===== src/rtl/ppio_regs.svh =====
// register offsets, field positions and reset values of the paged parallel ports
`ifndef PPIO_REGS_SVH
`define PPIO_REGS_SVH
`define PPIO_OFS_PAGE_READ 4'h7
`define PPIO_OFS_MISC_CTRL 4'h8
`define PPIO_OFS_PORT_A 4'hc
`define PPIO_OFS_PORT_B 4'hd
`define PPIO_OFS_PORT_C 4'he
`define PPIO_OFS_CONFIG 4'hf
`define PPIO_PAGE_PORTS 3'h1
`define PPIO_PAGE_RESET 3'h0
`define PPIO_MISC_PAGE_LSB 0
`define PPIO_MISC_PAGE_MSB 2
`define PPIO_MISC_INT_CLEAR 3
`define PPIO_MISC_BOARD_RESET 5
`define PPIO_CFG_SET 7
`define PPIO_CFG_MODE_C 6
`define PPIO_CFG_MODE_A 5
`define PPIO_CFG_DIR_A 4
`define PPIO_CFG_DIR_CU 3
`define PPIO_CFG_MODE_B 2
`define PPIO_CFG_DIR_B 1
`define PPIO_CFG_DIR_CL 0
`define PPIO_CFG_RESET 8'h9b
`define PPIO_DATA_RESET 8'h00
`endif


===== src/rtl/ppio_pkg.sv =====
// types shared by the paged parallel port block
package ppio_pkg;
    typedef logic [7:0] ppio_byte_t;
    typedef struct packed {
        logic port_c_mode_select;
        logic port_a_mode_select;
        logic port_a_direction;
        logic dirCUpper;
        logic port_b_mode_select;
        logic port_b_direction;
        logic dirCLower;
    } ppio_cfg_s;
    typedef struct packed {
        ppio_byte_t portALines;
        ppio_byte_t portBLines;
        ppio_byte_t portCLines;
    } ppio_lines_s;
    typedef enum logic [1:0] {
        PPIO_HS_IDLE,
        PPIO_HS_ACK,
        PPIO_HS_WAIT_LOW
    } ppio_hs_e;
endpackage : ppio_pkg


===== src/rtl/ppio_ports.sv =====
// three 8-bit parallel ports behind a paged byte-register window
// How it works
// RULE_01 - decode ports only on page 1, offsets 12-15
// RULE_02 - host selects page 1 before port access
// RULE_03 - page-only writes cause no resets
// RULE_04 - reset bit writes keep page unchanged
// RULE_05 - offset 7 returns current page
// RULE_06 - A, B whole; C as two halves
// RULE_07 - pin drivers follow latest config byte
// RULE_08 - all ports input after reset
// RULE_09 - offsets 12-14 are port data registers
// RULE_10 - offset 15 write-only config, bit7 set
// RULE_11 - direction bit 0 output, 1 input
// RULE_12 - mode bit selects mode 0 or 1
// RULE_13 - 9b all in, 80 all out, 92 C out
// RULE_14 - mode 0 reads sample pins, no handshake
// RULE_15 - mode 1 has latch in, ack out
// RULE_16 - port A input: latch edge captures, ack
// RULE_17 - port A output: write raises ack, latch lowers
// RULE_18 - interrupt held until bit 3 cleared
// RULE_19 - input lines undriven, writes not read back
`timescale 1ns/1ps
`include "ppio_regs.svh"
module ppio_ports (
    input wire logic clk,
    input wire logic reset,
    input wire logic [3:0] busAddr,
    input wire logic busRead,
    input wire logic busWrite,
    input wire ppio_pkg::ppio_byte_t busWdata,
    output ppio_pkg::ppio_byte_t busRdata,
    input wire ppio_pkg::ppio_lines_s linesIn,
    output ppio_pkg::ppio_lines_s linesOut,
    output ppio_pkg::ppio_lines_s linesOe_n,
    input wire logic latchIn,
    output logic ackOut,
    output logic irqOut,
    output logic boardResetPulse,
    output logic [2:0] pageOut
);
    import ppio_pkg::*;

    ppio_lines_s pinSync1_reg;
    ppio_lines_s pinSync2_reg;
    logic latchSync1_reg;
    logic latchSync2_reg;
    logic latchPrev_reg;
    logic [2:0] page_reg;
    ppio_cfg_s cfg_reg;
    ppio_byte_t portAOut_reg;
    ppio_byte_t portBOut_reg;
    ppio_byte_t portCOut_reg;
    ppio_byte_t portALatched_reg;
    ppio_hs_e hs_reg;
    ppio_hs_e hs_next;
    logic irq_reg;
    logic boardReset_reg;
    ppio_byte_t rdata_reg;
    ppio_lines_s oe_reg;
    logic pageSel;
    logic wrA;
    logic rdA;
    logic latchRise;
    logic latchHigh;
    logic modeOneIn;
    logic modeOneOut;
    logic hsEvent;
    ppio_byte_t cReadVal;
    ppio_byte_t readVal;
    logic wrMisc;
    logic wrCfg;
    logic wrPort;
    logic intClear;

    // header pins come from outside, so pass two flops first
    always_ff @(posedge clk or posedge reset) begin
        if (reset) begin
            pinSync1_reg <= '0;
            pinSync2_reg <= '0;
        end else begin
            pinSync1_reg <= linesIn;
            pinSync2_reg <= pinSync1_reg;
        end
    end

    // strobe synchroniser; the previous copy resets low to match the idle strobe
    always_ff @(posedge clk or posedge reset) begin
        if (reset) begin
            latchSync1_reg <= 1'b0;
            latchSync2_reg <= 1'b0;
            latchPrev_reg <= 1'b0;
        end else begin
            latchSync1_reg <= latchIn;
            latchSync2_reg <= latchSync1_reg;
            latchPrev_reg <= latchSync2_reg;
        end
    end

    assign latchHigh = latchSync2_reg;
    assign latchRise = latchSync2_reg & ~latchPrev_reg;
    assign pageSel = (page_reg == `PPIO_PAGE_PORTS); // RULE_01 RULE_02
    assign wrA = busWrite & pageSel & (busAddr == `PPIO_OFS_PORT_A);
    assign rdA = busRead & pageSel & (busAddr == `PPIO_OFS_PORT_A);
    assign modeOneIn = cfg_reg.port_a_mode_select & cfg_reg.port_a_direction; // RULE_12 RULE_16
    assign modeOneOut = cfg_reg.port_a_mode_select & ~cfg_reg.port_a_direction; // RULE_17
    assign wrMisc = busWrite & (busAddr == `PPIO_OFS_MISC_CTRL);
    assign intClear = wrMisc & busWdata[`PPIO_MISC_INT_CLEAR];
    assign wrCfg = busWrite & pageSel & (busAddr == `PPIO_OFS_CONFIG)
                   & busWdata[`PPIO_CFG_SET]; // RULE_10
    assign wrPort = busWrite & pageSel;

    // page field of the miscellaneous control register
    always_ff @(posedge clk or posedge reset) begin
        if (reset) begin
            page_reg <= `PPIO_PAGE_RESET;
        end else if (wrMisc && !busWdata[`PPIO_MISC_BOARD_RESET]
                     && !busWdata[`PPIO_MISC_INT_CLEAR]) begin
            // page changes only when neither reset bit is set
            page_reg <= busWdata[`PPIO_MISC_PAGE_MSB:`PPIO_MISC_PAGE_LSB]; // RULE_03 RULE_04
        end
    end

    // board reset is a one-cycle pulse; a page-only write never raises it
    always_ff @(posedge clk or posedge reset) begin
        if (reset) begin
            boardReset_reg <= 1'b0;
        end else begin
            boardReset_reg <= wrMisc & busWdata[`PPIO_MISC_BOARD_RESET]; // RULE_03
        end
    end

    // configuration byte; writes without the set bit are ignored
    always_ff @(posedge clk or posedge reset) begin
        if (reset) begin
            cfg_reg <= ppio_cfg_s'(7'(`PPIO_CFG_RESET)); // RULE_08
        end else if (wrCfg) begin
            cfg_reg <= ppio_cfg_s'(busWdata[6:0]); // RULE_10 RULE_13
        end
    end

    // output data holders, written regardless of direction
    always_ff @(posedge clk or posedge reset) begin
        if (reset) begin
            portAOut_reg <= `PPIO_DATA_RESET;
        end else if (wrA) begin
            portAOut_reg <= busWdata; // RULE_09
        end
    end

    always_ff @(posedge clk or posedge reset) begin
        if (reset) begin
            portBOut_reg <= `PPIO_DATA_RESET;
        end else if (wrPort && busAddr == `PPIO_OFS_PORT_B) begin
            portBOut_reg <= busWdata; // RULE_09
        end
    end

    always_ff @(posedge clk or posedge reset) begin
        if (reset) begin
            portCOut_reg <= `PPIO_DATA_RESET;
        end else if (wrPort && busAddr == `PPIO_OFS_PORT_C) begin
            portCOut_reg <= busWdata; // RULE_09
        end
    end

    // port A mode 1 input latch; a second edge before the read overwrites
    always_ff @(posedge clk or posedge reset) begin
        if (reset) begin
            portALatched_reg <= `PPIO_DATA_RESET;
        end else if (modeOneIn && latchRise) begin
            portALatched_reg <= pinSync2_reg.portALines; // RULE_16
        end else if (rdA) begin
            portALatched_reg <= `PPIO_DATA_RESET;
        end
    end

    // handshake sequencer for port A mode 1
    always_comb begin
        hs_next = hs_reg;
        hsEvent = 1'b0;
        case (hs_reg)
            PPIO_HS_IDLE: begin
                if (modeOneIn && latchRise) begin
                    hs_next = PPIO_HS_ACK; // RULE_15 RULE_16
                    hsEvent = 1'b1;
                end else if (modeOneOut && wrA) begin
                    hs_next = PPIO_HS_ACK; // RULE_17
                end
            end
            PPIO_HS_ACK: begin
                if (modeOneIn) begin
                    if (latchRise) begin
                        hsEvent = 1'b1;
                    end else if (rdA) begin
                        hs_next = PPIO_HS_IDLE; // RULE_16
                    end
                end else if (modeOneOut) begin
                    if (latchHigh) begin
                        // a write in the same cycle brings new data, so ack stays up
                        hs_next = wrA ? PPIO_HS_ACK : PPIO_HS_WAIT_LOW; // RULE_17
                        hsEvent = 1'b1;
                    end
                end else begin
                    hs_next = PPIO_HS_IDLE; // RULE_14
                end
            end
            PPIO_HS_WAIT_LOW: begin
                // a fresh write restarts the cycle even with the strobe still high
                if (modeOneOut && wrA) begin
                    hs_next = PPIO_HS_ACK;
                end else if (!latchHigh || !modeOneOut) begin
                    hs_next = PPIO_HS_IDLE;
                end
            end
            default: begin
                hs_next = PPIO_HS_IDLE;
            end
        endcase
    end

    always_ff @(posedge clk or posedge reset) begin
        if (reset) begin
            hs_reg <= PPIO_HS_IDLE;
            ackOut <= 1'b0;
        end else begin
            hs_reg <= hs_next;
            ackOut <= (hs_next == PPIO_HS_ACK); // RULE_15
        end
    end

    // interrupt request: a new event wins over a same-cycle clear
    always_ff @(posedge clk or posedge reset) begin
        if (reset) begin
            irq_reg <= 1'b0;
        end else if (hsEvent) begin
            irq_reg <= 1'b1;
        end else if (intClear) begin
            irq_reg <= 1'b0; // RULE_18
        end
    end

    // input halves read pins; output halves read back what was written
    assign cReadVal = {cfg_reg.dirCUpper ? pinSync2_reg.portCLines[7:4] : portCOut_reg[7:4],
                       cfg_reg.dirCLower ? pinSync2_reg.portCLines[3:0] : portCOut_reg[3:0]};

    // read multiplexer; unmapped and off-page offsets read as zero
    always_comb begin
        readVal = `PPIO_DATA_RESET;
        if (busAddr == `PPIO_OFS_PAGE_READ) begin
            readVal = {5'h00, page_reg}; // RULE_05
        end else if (pageSel) begin
            case (busAddr)
                `PPIO_OFS_PORT_A: begin
                    // mode 1 input returns the strobe-captured byte, not the live pins
                    if (!cfg_reg.port_a_direction) begin
                        readVal = portAOut_reg; // RULE_19
                    end else if (cfg_reg.port_a_mode_select) begin
                        readVal = portALatched_reg;
                    end else begin
                        readVal = pinSync2_reg.portALines; // RULE_14
                    end
                end
                `PPIO_OFS_PORT_B: begin
                    readVal = cfg_reg.port_b_direction ? pinSync2_reg.portBLines : portBOut_reg;
                end
                `PPIO_OFS_PORT_C: begin
                    readVal = cReadVal; // RULE_06
                end
                default: begin
                    readVal = `PPIO_DATA_RESET; // RULE_10
                end
            endcase
        end
    end

    // the answer holds until the next read strobe
    always_ff @(posedge clk or posedge reset) begin
        if (reset) begin
            rdata_reg <= `PPIO_DATA_RESET;
        end else if (busRead) begin
            rdata_reg <= readVal;
        end
    end

    // pin enables; low while the line drives, one cycle behind the config byte
    always_ff @(posedge clk or posedge reset) begin
        if (reset) begin
            oe_reg <= '1; // RULE_08
        end else begin
            oe_reg.portALines <= {8{cfg_reg.port_a_direction}}; // RULE_07 RULE_11
            oe_reg.portBLines <= {8{cfg_reg.port_b_direction}};
            oe_reg.portCLines <= {{4{cfg_reg.dirCUpper}}, {4{cfg_reg.dirCLower}}}; // RULE_06
        end
    end

    // drive values go to every line; only the enable decides what reaches a pin
    always_ff @(posedge clk or posedge reset) begin
        if (reset) begin
            linesOut <= '0;
        end else begin
            linesOut <= {portAOut_reg, portBOut_reg, portCOut_reg}; // RULE_19
        end
    end

    assign busRdata = rdata_reg;
    assign linesOe_n = oe_reg;
    assign irqOut = irq_reg;
    assign boardResetPulse = boardReset_reg;
    assign pageOut = page_reg;
endmodule : ppio_ports


===== config.mk =====
export PLATFORM = sky130hd
export DESIGN_NAME = ppio_ports
export DESIGN_NICKNAME = d
export VERILOG_FILES = /design/src/rtl/ppio_pkg.sv /design/src/rtl/ppio_ports.sv
export VERILOG_INCLUDE_DIRS = /design/src /design/src/rtl
export SDC_FILE = /design/constraint.sdc
export NUM_CORES = 1
export LEC_CHECK = 0
export BUFFER_PORTS_ARGS = -buffer_cell sky130_fd_sc_hd__buf_4
export CAP_MARGIN = 20
export CORE_UTILIZATION = 53
export CTS_CLUSTER_SIZE = 40
export DETAILED_ROUTE_END_ITERATION = 10
export HOLD_SLACK_MARGIN = 0.03
export PLACE_DENSITY_LB_ADDON = 0.3
export SETUP_SLACK_MARGIN = 0.5
export SLEW_MARGIN = 0
export SYNTH_ARGS = -nofsm -noshare
export SYNTH_HDL_FRONTEND = slang
export SYNTH_SLANG_ARGS = --single-unit

===== constraint.sdc =====
create_clock -name clk -period 5.73 [get_ports clk]
set_clock_uncertainty 0.2 [all_clocks]
set_input_delay 0.8595 -clock clk [delete_from_list [all_inputs] [get_ports clk]]
set_output_delay 0.8595 -clock clk [all_outputs]
set_load 0.02 [all_outputs]

==> Word level (Yosys, flattened, before mapping) <==
Cells that the tools add are included.
{ "totals": {"memories": 0, "word_cells": 97, "ram_bits": 0, "latchBits": 0, "romBits": 0, "ff_bits": 135, "inputBits": 41} }
{ "op_classes": {"eq_ne": 10, "mux": 29, "div": 0, "n_bitwise": 14, "n_reduce_logical": 14, "shifts": 0, "n_addsub": 0, "n_mul": 0, "magnitude_cmp": 0} }
{ "op_table": {"columns": ["cell", "count"], "rows": [
  ["2-to-1 mux 8 bit", 7],
  ["case mux 8 bit (3 select lines)", 1],
  ["equality test 4 bit, second input constant", 5],
  ["2-to-1 mux 2 bit", 10],
  ["AND 1 bit", 12],
  ["2-to-1 mux 4 bit", 2],
  ["2-to-1 mux 1 bit", 7],
  ["logical AND 1 bit", 6],
  ["case mux 2 bit (3 select lines)", 1],
  ["equality test 2 x 1 -> 1 bit, second input constant", 2],
  ["equality test 4 x 3 -> 1 bit, second input constant", 1],
  ["logical NOT 1 bit", 4],
  ["nonzero test 2 bit", 2],
  ["equality test 3 x 1 -> 1 bit, second input constant", 1],
  ["equality test 2 bit, second input constant", 1],
  ["logical NOT 2 bit", 1],
  ["inverter 1 bit", 2],
  ["case mux 1 bit (2 select lines)", 1],
  ["logical OR 1 bit", 1]
]} }

==> Logic depth before layout (Yosys ltp) <==
{ "logic_depth": {"word_depth": 9, "mapped_depth": 6, "mapped_depth_nobuf": 4} }

==> Least setup slack after synthesis <==
No wires, ideal clock.
{ "synth_path": {"path_kind": "input to register", "start": "in busAddr[2]", "end": "reg portALatched_reg[0]", "setup_ns": 0.068, "required_ns": 5.462, "arrival_time_ns": 1.998, "setup_slack_ns": 3.464, "stages": 5, "n_path_buf": 2, "path_cell_list": "buf_2 > and4bb_2 > buf_2 > a31oi_1 > a22o_1"} }
{ "synth_via": {"elab_chain_len": 3} }
{ "synth_rtl": {"columns": ["element", "line", "text"], "rows": [
  ["start: declaration", "ppio_ports.sv:27", "input wire logic [3:0] busAddr,"],
  ["equality test 4 bit", null, null],
  ["AND 1 bit", "ppio_ports.sv:103", "assign rdA = busRead & pageSel & (busAddr == `PPIO_OFS_PORT_A);"],
  ["nonzero test 2 bit (no line)", null, null],
  ["end signal: assignment", "ppio_ports.sv:169", "portALatched_reg <= `PPIO_DATA_RESET;"],
  ["end signal: assignment", "ppio_ports.sv:171", "portALatched_reg <= pinSync2_reg.portALines;"],
  ["end signal: assignment", "ppio_ports.sv:173", "portALatched_reg <= `PPIO_DATA_RESET;"],
  ["end: declaration", "ppio_ports.sv:53", "ppio_byte_t portALatched_reg;"]
]} }
Every way passes these cells.
A chain may end at the register's enable or synchronous reset.

==> Final worst setup path <==
{ "layout_path": {"start": "reg cfg_reg[5] (netlist name)", "end": "reg portALatched_reg[7]"} }
{ "layout_via": {"elab_chain_len": 3, "elab_cells_between_ends": 4, "classes_between": "mux: 1; bitwise: 1; reduce/logical: 2"} }
{ "layout_rtl": {"columns": ["element", "line", "text"], "rows": [
  ["start: declaration", "ppio_ports.sv:49", "ppio_cfg_s cfg_reg;"],
  ["start signal: assignment", "ppio_ports.sv:135", "cfg_reg <= ppio_cfg_s'(7'(`PPIO_CFG_RESET));"],
  ["start signal: assignment", "ppio_ports.sv:137", "cfg_reg <= ppio_cfg_s'(busWdata[6:0]);"],
  ["AND 1 bit (*)", "ppio_ports.sv:104", "assign modeOneIn = cfg_reg.port_a_mode_select & cfg_reg.port_a_direction;"],
  ["logical AND 1 bit (*)", "ppio_ports.sv:170", "end else if (modeOneIn && latchRise) begin"],
  ["2-to-1 mux 8 bit or nonzero test 2 bit (tied branches)", null, null]
]} }
Every way passes the cells marked *; elsewhere a longest branch is shown, timed or not.

==> results.tsv <==
stage	metric	value	unit
outcome	outcome	complete, no violations	
synth	synth_top_family_by_area	multiplexers	
timing	layout_worst_path_cycle_share	41.7	%
global_routing	first_global_vias	3062	
floorplan	core_area	0.00872	sq mm
critical_path	critPathKind	flip-flop to flip-flop	
synth	synth_edf_count	0	
clock_network	cts_tree	yes	
critical_path	path_cells	nand2_1 -> nor3b_2 -> a31oi_1 -> a22o_1	
timing	fmax	418	MHz
finish	nNetsFinal	453	
clock_network	clk_latency	0.51	ns
finish	areaGrowthSynthToFinish	26.8	%
synth	synth_top_cell_area_share	65.3	%
job	max_cap_viol_count	0	
detailed_routing	initialDrtViolationCount	138	
detailed_routing	drt_pass1_iterations	5	
power	ir_worst_vdd	0.259	mV
synth	syn-num-nets	365	
floorplan	start_util	54.5	%
power	p_per_area	371	mW/mm^2
synth	yosys.area_share.adder	0	%
power	p_leak	2.91	nW
timing	layout_min_cycle_time	2.39	ns
critical_path	path_max_fanout	12	
detailed_routing	wl	9.73	mm
timing	maxSlewViolCount	0	
detailed_routing	drc_errors	0	
critical_path	cp.arrival	2.58	ns
floorplan	dieHeight	96.7	um
global_routing	grt_max_degree	76	
synth	seq_area_frac_synth	69.7	%
synth	ys_warn_count	0	
clock_network	holdBufCountCts	0	
synth	netlist_top_cells_count	dfrtp_1 (124), mux2_2 (30), mux2i_1 (24), buf_4 (22), a21oi_1 (20)	
clock_network	post_cts_buffers	0	
synth	yosysMostFrequentCell	dfrtp_1	
critical_path	worstSetupEndpointType	flip-flop	
synth	ys_types	31	
floorplan	dieWidth	96.7	um
finish	finalInstanceArea	0.00603	sq mm
detailed_routing	ant_nets	0	
finish	register_area	0.00331	sq mm
clock_network	clk_pin_slew	0.06	ns
detailed_routing	drt-vias-per-instance	5.47	
timing	setup_tns	0	ns
clock_network	cts_buffer_depth	2	
synth	postSynth.asyncResetShare	100	%
synth	postSynthAreaPerCell	14.7	sq um
worst_hold_path	hold_path.class	flip-flop to flip-flop	
global_routing	grtUsageTotal	22.3	%
clock_network	htree_levels	4	
placement	dp_hpwl	6.32	mm
critical_path	cp-start-kind	flip-flop	
finish	fillCellCount	590	
finish	drive_gt1_share	42.4	%
finish	multi_input_area	0.00119	sq mm
synth	synth_compound_area_share	7.27	%
timing	maxSlewHeadroom	41.2	%
timing	rsz0062_at_grt	false	
clock_network	clock_sinks	132	
synth	synth.area.top_cells	dfrtp_1 (65%), mux2_2 (7.1%), mux2i_1 (5.1%)	
detailed_routing	vias	2915	
global_routing	grt-ovfl-total	0	
global_routing	antenna_found_initial	0	
detailed_routing	routedWlPerCell	18.2	um
clock_network	cts-buffers-inserted	17	
synth	syn_area	0.00475	sq mm
synth	synthXorXnorAreaFrac	0.184	%
synth	ys.flop_type	dfrtp_1	
synth	synth_cells	324	
critical_path	cpPeakStageDelay	0.71	ns
timing	hold_viol	0	
timing	setup_viol_count_final	0	
synth	yosys_register_bits	132	
synth	synth_top_area_cell	dfrtp_1	
finish	antenna_cells	0	
clock_network	cts_resized	0	
critical_path	slowest_stage	dfrtp_1	
timing	worst_pin_slew	0.881	ns
critical_path	crit_required	5.92	ns
power	power.total	2.24	mW
placement	routabilityCongestion	0.892	
global_routing	grt_pass1_wl	15.7	mm
floorplan	core.rowCount	34	
placement	port_buffers	102	
synth	synth-simple-area-share	5.42	%
synth	synthMuxAreaShare	12.2	%
clock_network	cts.root.buffer_cell	clkbuf_8	
placement	dpl_cell_area	0.00545	sq mm
floorplan	dieArea	0.00935	sq mm
floorplan	ios	103	
[critical path: cells and delay by family (launching register included)]
family,cells,cell delay [ns]
compound gates,2,0.59
flops,1,0.71
simple gates,2,0.76
[final timing paths]
check                                 start             endpoint  slack, ns  cells past startpoint
setup / recovery                 cfg_reg[5]  portALatched_reg[7]       3.34                      4
hold / removal             pinSync1_reg[22]     pinSync2_reg[22]       0.15                      0
setup reg to reg                 cfg_reg[5]  portALatched_reg[7]       3.34                      4
hold reg to reg            pinSync1_reg[22]     pinSync2_reg[22]       0.15                      0
max in group asynchronous             reset      portCOut_reg[4]       3.77                      3
min in group asynchronous             reset     pinSync1_reg[22]       0.32                      2
[power breakdown]
group / switching, mW / leakage, nW / internal, mW
clock network: 0.403 / 0.282 / 0.634
registers: 0.0381 / 1.68 / 0.988
logic: 0.0950 / 0.941 / 0.0804
[area by class of cell]
type                    instances  share of cell area [%]
well taps                     108                    2.24
repair buffers                103                    12.8
inverters                       9                   0.602
flip-flops and latches        132                    55.0
multi-input cells             149                    19.7
clock inverters                14                    2.51
clock buffers                  18                    7.10
[cell usage in the layout (no fill, tap or decap), types with 2 or more instances in the layout]
master and n:
nand4b_1 2, clkinv_4 4, mux2i_1 24, dfstp_2 8
clkbuf_16 16, o22ai_1 13, nand3_1 4, nand2_1 6
clkbuf_8 2, nor2_1 12, inv_6 3, mux2_2 30
clkinv_2 3, a31oi_1 3, nor2b_1 3, clkinvlp_4 2
a22o_1 8, bufinv_16 2, dfrtp_1 124, o21ai_0 8
o31ai_1 2, inv_1 8, nor3b_4 3, buf_4 103
o211a_1 2, a21oi_1 20
[logic make-up after synthesis]
logic type | Yosys count
xor+xnor | 1
buf+inv | 43
compound gates | 56
flops | 132
mux | 54
simple gates | 38
[metal layers]
layer	share of wire, %	vias up	global-route usage [%]	routed length [um]
met1	42	1500	28.9	4060
met3	6.0	14	6.36	587
met2	51	113	36.1	4920
met4	1.6	0	8.50	160
li1	-	1288	-	-
met5	0	-	0	0
[per-stage QoR]
stage               hold slack [ns]  cells  utilization (%)  worst slack [ns]
floorplan                     0.131    324                -              1.16
global placement              0.132    501             62.5              3.00
detailed placement            0.135    501             62.5              2.91
CTS                           0.149    533             69.1              3.30
global route                  0.154    533             69.1              3.10
finish                        0.148    533             69.1              3.34
Power figures use the tool's default switching activity.
